[config.mk]
export PLATFORM = sky130hd
export DESIGN_NAME = tpcf_ports
export DESIGN_NICKNAME = d
export VERILOG_FILES = /design/src/logic/tpcf_pkg.sv /design/src/logic/tpcf_fifo.sv /design/src/logic/tpcf_ports.sv
export SDC_FILE = /design/constraint.sdc
export NUM_CORES = 1
export LEC_CHECK = 0
export BUFFER_PORTS_ARGS = -buffer_cell sky130_fd_sc_hd__buf_2
export CORE_ASPECT_RATIO = 0.8
export CORE_MARGIN = 8
export CORE_UTILIZATION = 45
export CTS_CLUSTER_SIZE = 8
export DETAILED_ROUTE_END_ITERATION = 16
export SLEW_MARGIN = 20
export SYNTH_ARGS = -nofsm -noshare
export SYNTH_HDL_FRONTEND = slang
export SYNTH_HIERARCHICAL = 1
export SYNTH_SLANG_ARGS = --single-unit
[constraint.sdc]
create_clock -name sys_clk -period 4.2 [get_ports sys_clk]
set_input_delay 0.42 -clock sys_clk [delete_from_list [all_inputs] [get_ports sys_clk]]
set_output_delay 0.42 -clock sys_clk [all_outputs]
set_load 0.02 [all_outputs]
[src/logic/tpcf_pkg.sv]
// shared constants and carrier types of the phase compensation fifo ports
package tpcf_pkg;

    // ************************************************************
    // data path geometry
    // ************************************************************
    localparam int DATA_W = 16;
    localparam int FIFO_DEPTH = 4;
    localparam int ADDR_W = 2;
    localparam int PTR_W = 3;
    localparam logic [PTR_W-1:0] FIFO_FULL_LEVEL = 3'h4;
    localparam logic [PTR_W-1:0] FIFO_PRIME_LEVEL = 3'h2;

    // ************************************************************
    // timing
    // ************************************************************
    localparam int SYS_CLK_HZ = 10_000_000;
    localparam int PAR_CLK_HZ = 2_500_000;
    localparam int PAR_HALF_CYCLES = SYS_CLK_HZ / (2 * PAR_CLK_HZ);
    localparam logic [1:0] PAR_HALF_LAST = 2'(PAR_HALF_CYCLES - 1);
    localparam logic [1:0] RST_PIPE_RESET = 2'h0;

    // ************************************************************
    // carrier types
    // ************************************************************
    typedef struct packed {
        logic rxDigitalReset;
        logic txDigitalReset;
        logic powerDown;
        logic rxUseCoreClk;
        logic rxCoreClk;
        logic txUseCoreClk;
        logic txCoreClk;
    } tpcf_ctl_t;

    localparam tpcf_ctl_t CTL_RESET = 7'h00;

    typedef struct packed {
        logic valid;
        logic [DATA_W-1:0] data;
    } tpcf_word_t;

    localparam tpcf_word_t WORD_RESET = 17'h0_0000;

endpackage

[src/logic/tpcf_fifo.sv]
// phase compensation fifo with sticky overflow and underrun flag
`timescale 1ns/1ns
`default_nettype none

module tpcf_fifo (
    input wire logic clk,
    input wire logic rstN,
    input wire logic clear,
    input wire logic wrEn,
    input wire logic [tpcf_pkg::DATA_W-1:0] wrData,
    input wire logic rdEn,
    output var tpcf_pkg::tpcf_word_t rdWord,
    output logic full,
    output logic error
);

    typedef struct packed {
        logic [tpcf_pkg::FIFO_DEPTH-1:0][tpcf_pkg::DATA_W-1:0] mem;
        logic [tpcf_pkg::PTR_W-1:0] wrPtr;
        logic [tpcf_pkg::PTR_W-1:0] rdPtr;
        logic primed;
        tpcf_pkg::tpcf_word_t rdWord;
        logic error;
    } tpcf_fifo_state_t;

    tpcf_fifo_state_t q;
    tpcf_fifo_state_t d;
    logic [tpcf_pkg::PTR_W-1:0] level;
    logic empty;

    // ************************************************************
    // next state
    // ************************************************************
    always_comb begin
        level = q.wrPtr - q.rdPtr;
        empty = (level == '0);
        full = (level == tpcf_pkg::FIFO_FULL_LEVEL);
        d = q;
        d.rdWord.valid = 1'b0;
        if (clear) begin
            d = '0;
        end else begin
            // no rate matching: equal read and write rates assumed
            if (wrEn) begin
                if (full) begin
                    d.error = 1'b1;
                end else begin
                    d.mem[q.wrPtr[tpcf_pkg::ADDR_W-1:0]] = wrData;
                    d.wrPtr = q.wrPtr + 3'h1;
                end
            end
            if (!q.primed && level >= tpcf_pkg::FIFO_PRIME_LEVEL) begin
                d.primed = 1'b1;
            end
            if (rdEn && q.primed) begin
                if (empty) begin
                    d.error = 1'b1;
                end else begin
                    d.rdWord.valid = 1'b1;
                    d.rdWord.data = q.mem[q.rdPtr[tpcf_pkg::ADDR_W-1:0]];
                    d.rdPtr = q.rdPtr + 3'h1;
                end
            end
        end
    end

    // ************************************************************
    // state register
    // ************************************************************
    always_ff @(posedge clk or negedge rstN) begin
        if (!rstN) begin
            q <= '0;
        end else begin
            q <= d;
        end
    end

    assign rdWord = q.rdWord;
    assign error = q.error;

endmodule

`default_nettype wire

[src/logic/tpcf_ports.sv]
// core facing ports of a transceiver channel: tx and rx phase compensation fifos
// Summary of operation
// - rx digital reset clears the receive pcs logic and its fifo path
// - tx digital reset clears the transmit pcs logic, independent of rx
// - rx fifo raises an error output on overflow or underrun
// - tx fifo raises an error output on overflow or underrun
// - with rx core clock selected, rx fifo reads on that clock
// - with tx core clock selected, tx fifo writes on that clock
// - no receive signal-detect output exists in this configuration
// - power down clears both fifos and stops the parallel clock; the control synchroniser and core clock edge detection keep running
`timescale 1ns/1ns
`default_nettype none

module tpcf_ports (
    input wire logic sys_clk,
    input wire logic rst_n,
    input wire logic powerDown,
    input wire logic rxDigitalReset,
    input wire logic txDigitalReset,
    input wire logic rxUseCoreClk,
    input wire logic rxCoreClk,
    input wire logic txUseCoreClk,
    input wire logic txCoreClk,
    input wire logic [tpcf_pkg::DATA_W-1:0] txCoreData,
    input wire logic txCoreValid,
    output logic txCoreReady,
    output logic [tpcf_pkg::DATA_W-1:0] txPcsData,
    output logic txPcsValid,
    input wire logic [tpcf_pkg::DATA_W-1:0] rxPcsData,
    input wire logic rxPcsValid,
    output logic [tpcf_pkg::DATA_W-1:0] rxCoreData,
    output logic rxCoreValid,
    output logic parClkOut,
    output logic rxFifoError,
    output logic txFifoError
);

    typedef struct packed {
        logic [1:0] rstPipe;
        // three-flop pin synchroniser and its filtered result
        tpcf_pkg::tpcf_ctl_t s1;
        tpcf_pkg::tpcf_ctl_t s2;
        tpcf_pkg::tpcf_ctl_t s3;
        tpcf_pkg::tpcf_ctl_t ctl;
        logic settled;
        logic rxCoreClkPrev;
        logic txCoreClkPrev;
        // parallel clock divider
        logic [1:0] divCnt;
        logic parClk;
    } tpcf_top_state_t;

    tpcf_top_state_t q;
    tpcf_top_state_t d;
    tpcf_pkg::tpcf_ctl_t ctlIn;
    tpcf_pkg::tpcf_word_t txWord;
    tpcf_pkg::tpcf_word_t rxWord;
    logic rstSync;
    logic parTick;
    logic rxCoreEdge;
    logic txCoreEdge;
    logic rxClear;
    logic txClear;
    logic rxRdTick;
    logic txWrTick;
    logic txFull;

    // ************************************************************
    // pin sampling
    // ************************************************************
    always_comb begin
        ctlIn.rxDigitalReset = rxDigitalReset;
        ctlIn.txDigitalReset = txDigitalReset;
        ctlIn.powerDown = powerDown;
        ctlIn.rxUseCoreClk = rxUseCoreClk;
        ctlIn.rxCoreClk = rxCoreClk;
        ctlIn.txUseCoreClk = txUseCoreClk;
        ctlIn.txCoreClk = txCoreClk;
    end

    // ************************************************************
    // next state
    // ************************************************************
    always_comb begin
        d = q;
        // two-flop release of the reset copy
        d.rstPipe = {q.rstPipe[0], 1'b1};
        d.s1 = ctlIn;
        d.s2 = q.s1;
        d.s3 = q.s2;
        // a change counts once the second and third stage agree
        d.ctl = (q.s2 & ~(q.s2 ^ q.s3)) | (q.ctl & (q.s2 ^ q.s3));
        // the filtered word is trusted once the second and third stages first agree
        if (q.s2 == q.s3) begin
            d.settled = 1'b1;
        end
        // last synchronised core clock levels, for edge detection
        d.rxCoreClkPrev = q.ctl.rxCoreClk;
        d.txCoreClkPrev = q.ctl.txCoreClk;
        // parallel clock divider, stopped while powered down
        if (q.ctl.powerDown) begin
            d.divCnt = 2'h0;
            d.parClk = 1'b0;
        end else if (q.divCnt == tpcf_pkg::PAR_HALF_LAST) begin
            d.divCnt = 2'h0;
            d.parClk = ~q.parClk;
        end else begin
            d.divCnt = q.divCnt + 2'h1;
        end
        // hold the filtered controls, edge history and divider idle until the reset copy is released; the synchroniser keeps sampling
        if (!q.rstPipe[1]) begin
            d.ctl = tpcf_pkg::CTL_RESET;
            d.settled = 1'b0;
            d.rxCoreClkPrev = 1'b0;
            d.txCoreClkPrev = 1'b0;
            d.divCnt = 2'h0;
            d.parClk = 1'b0;
        end
    end

    // ************************************************************
    // state register
    // ************************************************************
    always_ff @(posedge sys_clk or negedge rst_n) begin
        if (!rst_n) begin
            q.rstPipe <= tpcf_pkg::RST_PIPE_RESET;
            q.s1 <= tpcf_pkg::CTL_RESET;
            q.s2 <= tpcf_pkg::CTL_RESET;
            q.s3 <= tpcf_pkg::CTL_RESET;
            q.ctl <= tpcf_pkg::CTL_RESET;
            q.settled <= 1'b0;
            q.rxCoreClkPrev <= 1'b0;
            q.txCoreClkPrev <= 1'b0;
            q.divCnt <= 2'h0;
            q.parClk <= 1'b0;
        end else begin
            q <= d;
        end
    end

    // ************************************************************
    // local resets
    // ************************************************************
    always_comb begin
        rstSync = q.rstPipe[1];
        // fifos stay cleared until the synchronised controls are trusted
        rxClear = !rstSync || !q.settled || q.ctl.powerDown || q.ctl.rxDigitalReset;
        txClear = !rstSync || !q.settled || q.ctl.powerDown || q.ctl.txDigitalReset;
    end

    // ************************************************************
    // clock selection: core clock edges or the parallel tick
    // ************************************************************
    always_comb begin
        // parallel tick: parClkOut low and about to rise
        parTick = !q.ctl.powerDown && !q.parClk && (q.divCnt == tpcf_pkg::PAR_HALF_LAST);
        // core strobes: rising edges of the synchronised core clocks
        rxCoreEdge = q.ctl.rxCoreClk && !q.rxCoreClkPrev;
        txCoreEdge = q.ctl.txCoreClk && !q.txCoreClkPrev;
        if (q.ctl.rxUseCoreClk) begin
            rxRdTick = rxCoreEdge;
        end else begin
            rxRdTick = parTick;
        end
        if (q.ctl.txUseCoreClk) begin
            txWrTick = txCoreEdge;
        end else begin
            txWrTick = parTick;
        end
    end

    // ************************************************************
    // transmit fifo: core writes, pcs reads on the parallel clock
    // ************************************************************
    tpcf_fifo txFifo (
        .clk(sys_clk),
        .rstN(rst_n),
        .clear(txClear),
        .wrEn(txWrTick && txCoreValid),
        .wrData(txCoreData),
        .rdEn(parTick),
        .rdWord(txWord),
        .full(txFull),
        .error(txFifoError)
    );

    // ************************************************************
    // receive fifo: pcs writes on the parallel clock, core reads
    // ************************************************************
    tpcf_fifo rxFifo (
        .clk(sys_clk),
        .rstN(rst_n),
        .clear(rxClear),
        .wrEn(parTick && rxPcsValid),
        .wrData(rxPcsData),
        .rdEn(rxRdTick),
        .rdWord(rxWord),
        .full(),
        .error(rxFifoError)
    );

    // ************************************************************
    // transmit outputs
    // ************************************************************
    // ready falls while the fifo is full or held in reset
    assign txCoreReady = !txClear && !txFull;
    assign txPcsData = txWord.data;
    assign txPcsValid = txWord.valid;
    assign parClkOut = q.parClk;

    // ************************************************************
    // receive outputs; the receive side offers no signal-detect output
    // ************************************************************
    assign rxCoreData = rxWord.data;
    assign rxCoreValid = rxWord.valid;

endmodule

`default_nettype wire

**Word-level counts from Yosys, hierarchy flattened**

Cells that the tools add are included.

- Magnitude comparators: 8
- Reductions and logical operators: 39
- Add/sub/neg operators: 7
- Multiplexer cells: 39
- Eq/ne operators: 10
- Bitwise operators: 6

Operators with widths:

| cell | count |
|---|---|
| 67-bit 2-to-1 mux | 4 |
| 89-bit 2-to-1 mux | 2 |
| 64-bit bitwise mux | 2 |
| 16-bit binary-select mux with 2-bit select | 2 |
| 16-bit demux with 2-bit select | 2 |
| 16-bit 2-to-1 mux | 4 |
| 18-bit 2-to-1 mux | 2 |
| 17-bit 2-to-1 mux | 2 |
| 3-bit 2-to-1 mux | 5 |
| 7-bit bitwise AND | 2 |
| 1-bit logical AND | 13 |
| 13-bit 2-to-1 mux | 1 |
| 3-bit by 1-bit adder with 3-bit output, second input constant | 4 |
| 2-bit by 3-bit less-than comparator with 1-bit output, second input constant | 4 |
| 1-bit 2-to-1 mux | 12 |
| 2-bit nonzero test | 6 |
| 1-bit logical NOT | 10 |
| 2-bit inequality test, second input constant | 4 |
| 2-bit AND reduction | 4 |
| 7-bit equality test | 1 |
| 7-bit inverter | 1 |
| 7-bit bitwise OR | 1 |
| 7-bit XOR | 1 |
| 3-bit equality test, second input constant | 2 |
| other kinds (11) | 18 |

- Flip-flop bits (word level): 214
- Logic and storage cells: 163
- Output and inout port bits: 38
- Bits of input ports: 43

**Depth between registers and ports, before layout**

Gate-level depths: netlist (run 1).

- Word-level depth: 9
- Gate-level depth with buffers: 9
- Mapped depth without buffers: 6

**Modules after synthesis**

The synthesis (run 1) kept the hierarchy.

By module, submodules not included:

| module | times used | cells each | seq. area each (µm²) | area each (µm²) |
|---|---|---|---|---|
| tpcf_fifo | 2 | 392 | 2227.1 | 4824.6 |
| tpcf_ports | 1 | 90 | 900.9 | 1228.7 |

**Worst setup path after synthesis (run 1)**

Ideal clock, no wire load.

- Path type: reg-to-reg
- Start point: register q (netlist bit parClkOut)
- End point: register txFifo/q[28] in the netlist's numbering
- Data required time: 4.121 ns
- Path buffers: 3
- Arrival time: 2.296 ns
- Library setup time: 0.079 ns
- Clock period less this slack: 2.375 ns
- Cell stages (with the launch flop): 9
- Slack: 1.825 ns
- Cells stage by stage: dfrtp_1 -> or4b_4 -> o22ai_1 -> and2_1 -> buf_1 -> o211a_1 -> buf_2 -> buf_4 -> mux2i_1

- Longest elaborated chain between the ends: 7

Ends and longest elaborated chain:

| element | RTL line | RTL |
|---|---|---|
| from (decl) | tpcf_ports.sv:53 | `tpcf_top_state_t q;` |
| 1-bit logical NOT | tpcf_ports.sv:156 | `parTick = !q.ctl.powerDown && !q.parClk && (q.divCnt == tpcf_pkg::PAR_HALF_LAST);` |
| 1-bit logical AND (2 in a row) | tpcf_ports.sv:156 |  |
| 1-bit 2-to-1 mux | tpcf_ports.sv:165 | `if (q.ctl.txUseCoreClk) begin` |
| 1-bit logical AND | tpcf_ports.sv:179 | `.wrEn(txWrTick && txCoreValid),` |
| 2-bit nonzero test (no source line) | - |  |
| 2-bit AND reduction (no source line) | - |  |
| to (signal assigned) | tpcf_fifo.sv:72 | `q <= '0;` |
| to (signal assigned) | tpcf_fifo.sv:74 | `q <= d;` |
| to (decl) | tpcf_fifo.sv:26 | `tpcf_fifo_state_t q;` |

Every way passes these cells.
A chain may end at the register's enable or synchronous reset.

**Final worst setup path (run 1)**

- Start point: register txFifo/q[22] in the netlist's numbering
- End point: output txCoreReady

- Longest elaborated chain between the ends: 4

Ends and longest elaborated chain:

| element | RTL line | RTL |
|---|---|---|
| 3-bit subtractor | tpcf_fifo.sv:35 | `level = q.wrPtr - q.rdPtr;` |
| 3-bit equality test | tpcf_fifo.sv:37 | `full = (level == tpcf_pkg::FIFO_FULL_LEVEL);` |
| net txFull | tpcf_ports.sv:66 | `logic txFull;` |
| 1-bit logical NOT | tpcf_ports.sv:206 | `assign txCoreReady = !txClear && !txFull;` |
| 1-bit logical AND | tpcf_ports.sv:206 |  |
| to (decl) | tpcf_ports.sv:26 | `output logic txCoreReady,` |

The timed path passes the listed nets, and every way through them passes these cells.

==> PnR_summary.wiki, run 1 <==
{| class="wikitable"
! Metric !! Value
|-
| Run status || finished with violations
|-
| Violated checks || hold timing
|-
| Post-Place Cell Area || 11,200 sq um
|-
| Final-report hold violation count || 11
|-
| Kind of end point of the critical path || output pin
|-
| Total via count after detailed routing || 6,236
|-
| TritonCTS Buffers || 30
|-
| Count of instances resized after the clock tree is built || 0
|-
| Number of antenna violations at the first check in global routing || 0
|-
| Worst-case headroom to the max-slew limit || 39.6%
|-
| All-Layer GR Usage || 14.8%
|-
| Path type of the worst min-delay path || in -> async
|-
| Final estimated routing congestion in global placement || 0.707
|-
| Clk Latency, worst-skew pair || 0.54 ns
|-
| GRT Residual Overflow || 0
|-
| Net count after synthesis || 930
|-
| Total power || 4.35 mW
|-
| Final WS setup || 1.09 ns
|-
| Post-Syn Instances || 873
|-
| Synthesis Warnings || 6
|-
| Post-route DRC violation count || 0
|-
| Pin count of the biggest net entering global routing || 121
|-
| Clk slew on worst S/H paths || 0.05 ns
|-
| Top-level port count || 81
|-
| Upper clock frequency limit || 321 MHz
|-
| Number of pins with negative max-slew slack in the final report || 0
|-
| Final worst path period need || 3.11 ns
|-
| Leakage || 6.01 nW
|-
| Antenna cell count || 0
|-
| Syn Std Cell Area || 10,900 sq um
|-
| Length of the first detailed-routing pass in iterations || 4
|-
| Area of the die || 29,400 sq um
|-
| Per-cell routed wire length || 17.5 um
|-
| Maximum number of buffers from clock root to sink || 3
|-
| Die Span X || 190 um
|-
| Data arrival time of the critical path || 2.69 ns
|-
| Starting density of the core || 45.2%
|-
| Placeable Area || 24,100 sq um
|-
| Clock root buffer master || clkbuf_16
|-
| Number of rows created at floorplan || 51
|-
| Worst-Margin Slew || 0.906 ns
|-
| Area of all placed cells without fillers || 12,000 sq um
|-
| Worst clock skew || 0.0145 ns
|-
| Final Core Density || 50.1%
|-
| Number of nets in the finished design || 973
|-
| Largest fanout on the critical path || 12
|-
| Number of max-cap violations || 0
|-
| Share of layout cells above drive strength 1 || 19.4%
|-
| Input/output buffers || 80
|-
| Placed Instances || 1,195
|-
| Die H || 155 um
|-
| Relative area change from synthesis to final layout || 10.8%
|-
| Final Instance Count excl. Fillers || 1,234
|-
| Antenna violation net count after detailed routing || 0
|-
| Clock tree sinks || 214
|-
| Cell Pwr Density || 361 nW/um^2
|-
| TritonCTS clock tree || built
|-
| Worst slack after detailed placement || 1.31 ns
|-
| Final Routed Wirelength || 21,600 um
|-
| Total Negative Setup Slacks || 0 ns
|-
| Setup repair after global routing missed its margin || no
|-
| Post-Route Hold Slack || -0.0232 ns
|-
| Global-route wire length before repair || 35,900 um
|-
| Fill cell total of the finished layout || 2,125
|-
| Placed wire-length estimate || 13,600 um
|-
| Critical path type || reg -> out
|-
| Startpoint type of the worst setup path || flip-flop
|-
| Worst VDD drop || 298 uV
|-
| Mean post-synth cell area || 12.5 sq um
|-
| Period Utilization, post-route || 74.1%
|-
| Vias in the first global route || 6,537
|-
| DR iter-0 viols || 401
|-
| Buffers inserted during post-CTS setup optimization || 0
|-
| CP Data Required Time || 3.78 ns
|-
| Setup Viol. Count Final || 0
|-
| Vias per cell || 5.05
|-
| H-tree level count || 1
|}
final timing paths:
| path | cells after the start | from | end | slack (ns) |
|---|---|---|---|---|
| worst min register to register | 0 | d[21] | d[14] | 0.34 |
| worst max-delay path | 7 | txFifo/q[22] | txCoreReady | 1.09 |
| worst min-delay path | 1 | rst_n | txFifo/rdWord[11] | -0.02 |
| max in group asynchronous | 2 | rst_n | d[13] | 3.19 |
| min in group sys_clk | 3 | rxPcsData[13] | rxFifo/q[70] | 0.25 |
| worst max register to register | 7 | txFifo/q[22] | txFifo/q[74] | 1.30 |
cells in the final DEF, fill, tap and decap left out, types with 5 or more instances in the layout:
master / count
buf_2: 79
inv_1: 9
o21ai_0: 8
buf_4: 15
clkbuf_16: 31
mux4_2: 32
nand2b_1: 237
mux2_2: 8
ha_1: 12
xnor2_1: 8
a21boi_0: 7
dlygate4sd3_1: 7
nor2b_1: 5
dfrtp_1: 214
nand2_1: 14
nor2_1: 14
mux2i_1: 164
and2_1: 5
metal layers:
layer	vias up	wire length (um)	GRT usage, %
li1	3000	-	-
met5	-	0	0
met1	3093	10900	22.3
met3	36	1040	2.60
met4	0	439	3.98
met2	107	9280	21.5
layout make-up:
type                    instances  area (sq um)  area share, %
inverters                       9          33.8          0.280
flip-flops and latches        214          5360           44.4
clock buffers                  32           790           6.55
multi-input cells             559          4880           40.5
well taps                     318           398           3.30
repair buffers                102           593           4.92
power by group:
part | total (mW) | switching (mW) | internal, mW
clock | 2.12 | 0.832 | 1.29
combinational | 0.129 | 0.0785 | 0.0509
sequential | 2.10 | 0.0136 | 2.08
registers in the layout (all words and copies together), names as in the netlist:
name,cells
rxFifo/q,71
rxFifo/rdWord,17
txFifo/q,71
d,15
rxFifo/error,1
txFifo/error,1
txFifo/rdWord,17
parClkOut,1
q,20
worst max-delay path: stages, from the launching register on:
cell and delay, ns:
dfrtp_1 0.39, inv_1 0.11, ha_1 0.21, fa_1 0.41, xnor3_1 0.60, nor2_1 0.10, nor2_1 0.16, buf_2 0.19
repair_timing:
item,4_1_cts,5_1_grt
setup endpoints to repair,0,0
hold buffers,7,0
hold endpoints to repair,7,0
Power figures use the tool's default switching activity.
==> run 2: changes to the inputs <==
ABC_AREA = 1   (was unset)
clock period = 3.04 ns   (was 4.2 ns; I/O delays follow)
==> PnR_summary.wiki, run 2 <==
{| class="wikitable"
! Metric !! Value
|-
| Length of the first detailed-routing pass in iterations || 5 (was 4)
|-
| Vias in the first global route || 8,204 (was 6,537)
|-
| Number of rows created at floorplan || 50 (was 51)
|-
| Die Span X || 189 um (was 190 um)
|-
| Start point of the worst hold path || rxPcsData[7]
|-
| Number of nets in the finished design || 1,407 (was 973)
|-
| Maximum cell stage delay along the critical path || 0.42 ns (was 0.60 ns)
|-
| Die H || 155 um (about the same)
|-
| Leakage || 6.34 nW (was 6.01 nW)
|-
| Post-route DRC violation count || 0 (unchanged)
|-
| Antenna violation net count after detailed routing || 0 (unchanged)
|-
| Area of the die || 29,300 sq um (was 29,400 sq um)
|-
| Global-route wire length before repair || 44,400 um (was 35,900 um)
|-
| Run status || completed (was finished with violations)
|-
| TritonCTS Buffers || 30 (unchanged)
|-
| Endpoint of the most critical setup path || txCoreReady (unchanged)
|-
| Worst-case headroom to the max-slew limit || 54.9% (was 39.6%)
|-
| Cell breakdown of the critical path || inv_1, ha_1, fa_1, inv_1, nand2_2, nand2_1, nand2_2, nand3_4, inv_1, nor2_1, buf_2 (was inv_1, ha_1, fa_1, xnor3_1, nor2_1, nor2_1, buf_2)
|-
| Total power || 6.00 mW (was 4.35 mW)
|-
| Number of antenna violations at the first check in global routing || 0 (unchanged)
|-
| Placed wire-length estimate || 17,200 um (was 13,600 um)
|-
| Final worst path period need || 2.82 ns
|-
| Share of layout cells above drive strength 1 || 12.9% (was 19.4%)
|-
| Upper clock frequency limit || 355 MHz
|-
| GRT Residual Overflow || 0 (unchanged)
|-
| Path depth of the worst reg2reg path || 12 (was 7)
|-
| H-tree level count || 1 (unchanged)
|-
| Largest registers in the final layout || rxFifo/q x71, txFifo/q x71, q x20 (unchanged)
|-
| Post-Syn Instances || 1,332 (was 873)
|-
| Number of max-cap violations || 0 (unchanged)
|-
| Critical path type || reg -> out (unchanged)
|-
| Period Utilization, post-route || 92.6%
|-
| Clk slew on worst S/H paths || 0.05 ns (about the same)
|-
| CP Data Required Time || 2.74 ns (was 3.78 ns)
|-
| Most used cell along the critical path || inv_1 (was nor2_1)
|-
| Data arrival time of the critical path || 2.51 ns (was 2.69 ns)
|-
| TritonCTS clock tree || built (unchanged)
|-
| Placeable Area || 23,500 sq um (was 24,100 sq um)
|-
| DR iter-0 viols || 983 (was 401)
|-
| Worst-Margin Slew || 0.675 ns (was 0.906 ns)
|-
| Leading cell type in the layout, fill and taps excluded || nand2_1 (was nand2b_1)
|-
| Synthesis Warnings || 6 (unchanged)
|-
| Largest fanout on the critical path || 6 (was 12)
|-
| Top-level port count || 81 (unchanged)
|-
| Setup repair after global routing missed its margin || no (unchanged)
|-
| Pin count of the biggest net entering global routing || 84 (was 121)
|-
| Fill cell total of the finished layout || 2,304 (was 2,125)
|-
| Startpoint type of the worst setup path || flip-flop (unchanged)
|-
| Antenna cell count || 0 (unchanged)
|-
| Relative area change from synthesis to final layout || 10.2% (was 10.8%)
|-
| Crit Reg-Reg Startpoint || rxFifo/q[22] (was txFifo/q[22])
|-
| Family with the most delay on the worst path || adder cells (unchanged)
|-
| Capture instance of the worst register-to-register path || rxFifo/rdWord[11] (was txFifo/q[74])
|-
| Commonest cells after routing, fill and taps aside || nand2_1 (427), dfrtp_1 (214), nand3_1 (189) (was nand2b_1 (237), dfrtp_1 (214), mux2i_1 (164))
|-
| WP depth || 11 (was 7)
|-
| Input/output buffers || 80 (unchanged)
|-
| Register-to-register setup slack || 0.58 ns (was 1.30 ns)
|-
| Worst setup startpoint || txFifo/q[22] (unchanged)
|-
| Final Routed Wirelength || 27,300 um (was 21,600 um)
|-
| Net count after synthesis || 1,389 (was 930)
|-
| Setup Viol. Count Final || 0 (unchanged)
|-
| Maximum number of buffers from clock root to sink || 3 (unchanged)
|-
| Final Core Density || 50.7% (was 50.1%)
|-
| Final estimated routing congestion in global placement || 0.831 (was 0.707)
|-
| Slowest cell on the critical path || fa_1 (was xnor3_1)
|-
| All-Layer GR Usage || 18.2% (was 14.8%)
|-
| Path type of the worst min-delay path || in -> reg (was in -> async)
|-
| Syn Std Cell Area || 10,800 sq um (was 10,900 sq um)
|-
| Cell Pwr Density || 503 nW/um^2 (was 361 nW/um^2)
|-
| Total via count after detailed routing || 8,808 (was 6,236)
|-
| Worst VDD drop || 451 uV (was 298 uV)
|-
| Total Negative Setup Slacks || 0 ns (unchanged)
|-
| Starting density of the core || 46.0% (was 45.2%)
|-
| Vias per cell || 5.30 (was 5.05)
|-
| Clock root buffer master || clkbuf_16 (unchanged)
|-
| Number of pins with negative max-slew slack in the final report || 0 (unchanged)
|-
| Final-report hold violation count || 0 (was 11)
|-
| Mean post-synth cell area || 8.12 sq um (was 12.5 sq um)
|-
| Clock tree sinks || 214 (unchanged)
|-
| Kind of end point of the critical path || output pin (unchanged)
|-
| Count of buffering cells on the critical path with inverters included || 4 (was 2)
|-
| Worst clock skew || 0.00696 ns (was 0.0145 ns)
|-
| Clk Latency, worst-skew pair || 0.53 ns (was 0.54 ns)
|-
| Per-cell routed wire length || 16.4 um (was 17.5 um)
|}
==> run 2: cell type report <==
cell class	count	area (sq um)	area share (%)
tap	312	390	3.27
clock buffer	32	790	6.62
timing repair buffer	107	683	5.73
inverter	90	355	2.98
sequential	214	5360	44.9
multi-input combinational	907	4350	36.5
==> run 2: how the worst min path moves through the flow <==
| stage | endpoint | slack, ns | depth (start not counted) |
|---|---|---|---|
| final | rxFifo/q[64] | 0.13 | 5 |
| after floorplan | d[13] | 0.008 | 0 |
| after detailed placement | txFifo/rdWord[11] | 0.31 | 1 |
| after CTS | rxFifo/q[50] | 0.10 | 5 |
| after global routing | txFifo/q[71] | 0.14 | 5 |
| after global placement | txFifo/rdWord[10] | 0.31 | 1 |
==> run 2: what timing repair did <==
item	CTS	global route
gates resized for setup	0	0
buffers inserted	0	0
hold endpoints to repair	78	0
hold buffers	8	0
==> run 2: report_power, final <==
group          leakage, nW  total [mW]  switching (mW)  internal [mW]
Combinational         3.03       0.207           0.144         0.0621
Sequential            2.93        2.90          0.0185           2.88
Clock                0.389        2.90            1.11           1.79
Total                 6.34        6.00            1.28           4.73
==> run 2: worst reg2reg max path: stages (launching register included) <==
cell and delay, ns:
dfrtp_1 0.39, inv_1 0.11, ha_1 0.20, fa_1 0.42, inv_1 0.11, nand2_2 0.06, nand2_1 0.08, nand2_2 0.07
nand2_1 0.10, nand2_1 0.07, nand2_1 0.49, nand3_1 0.16, nand2_1 0.12
==> run 2: routing by layer <==
layer  track usage [%]  up-vias  wire length, um
met1              29.0     4173            13900
met2              25.1      255            11200
met3              2.92       38             1810
met4              4.05        0              444
li1                  -     4342                -
met5                 0        -                0
==> run 2: through the flow <==
stage                     hold slack, ns  instance area, sq um  setup WS, ns  cells
after floorplan                  0.00841                 10800         0.912   1332
after global placement             0.311                 11100         0.679   1622
after detailed placement           0.312                 11100         0.598   1622
after CTS                          0.100                 11900         0.195   1662
after global routing               0.137                 11900        0.0432   1662
final                              0.127                 11900         0.224   1662
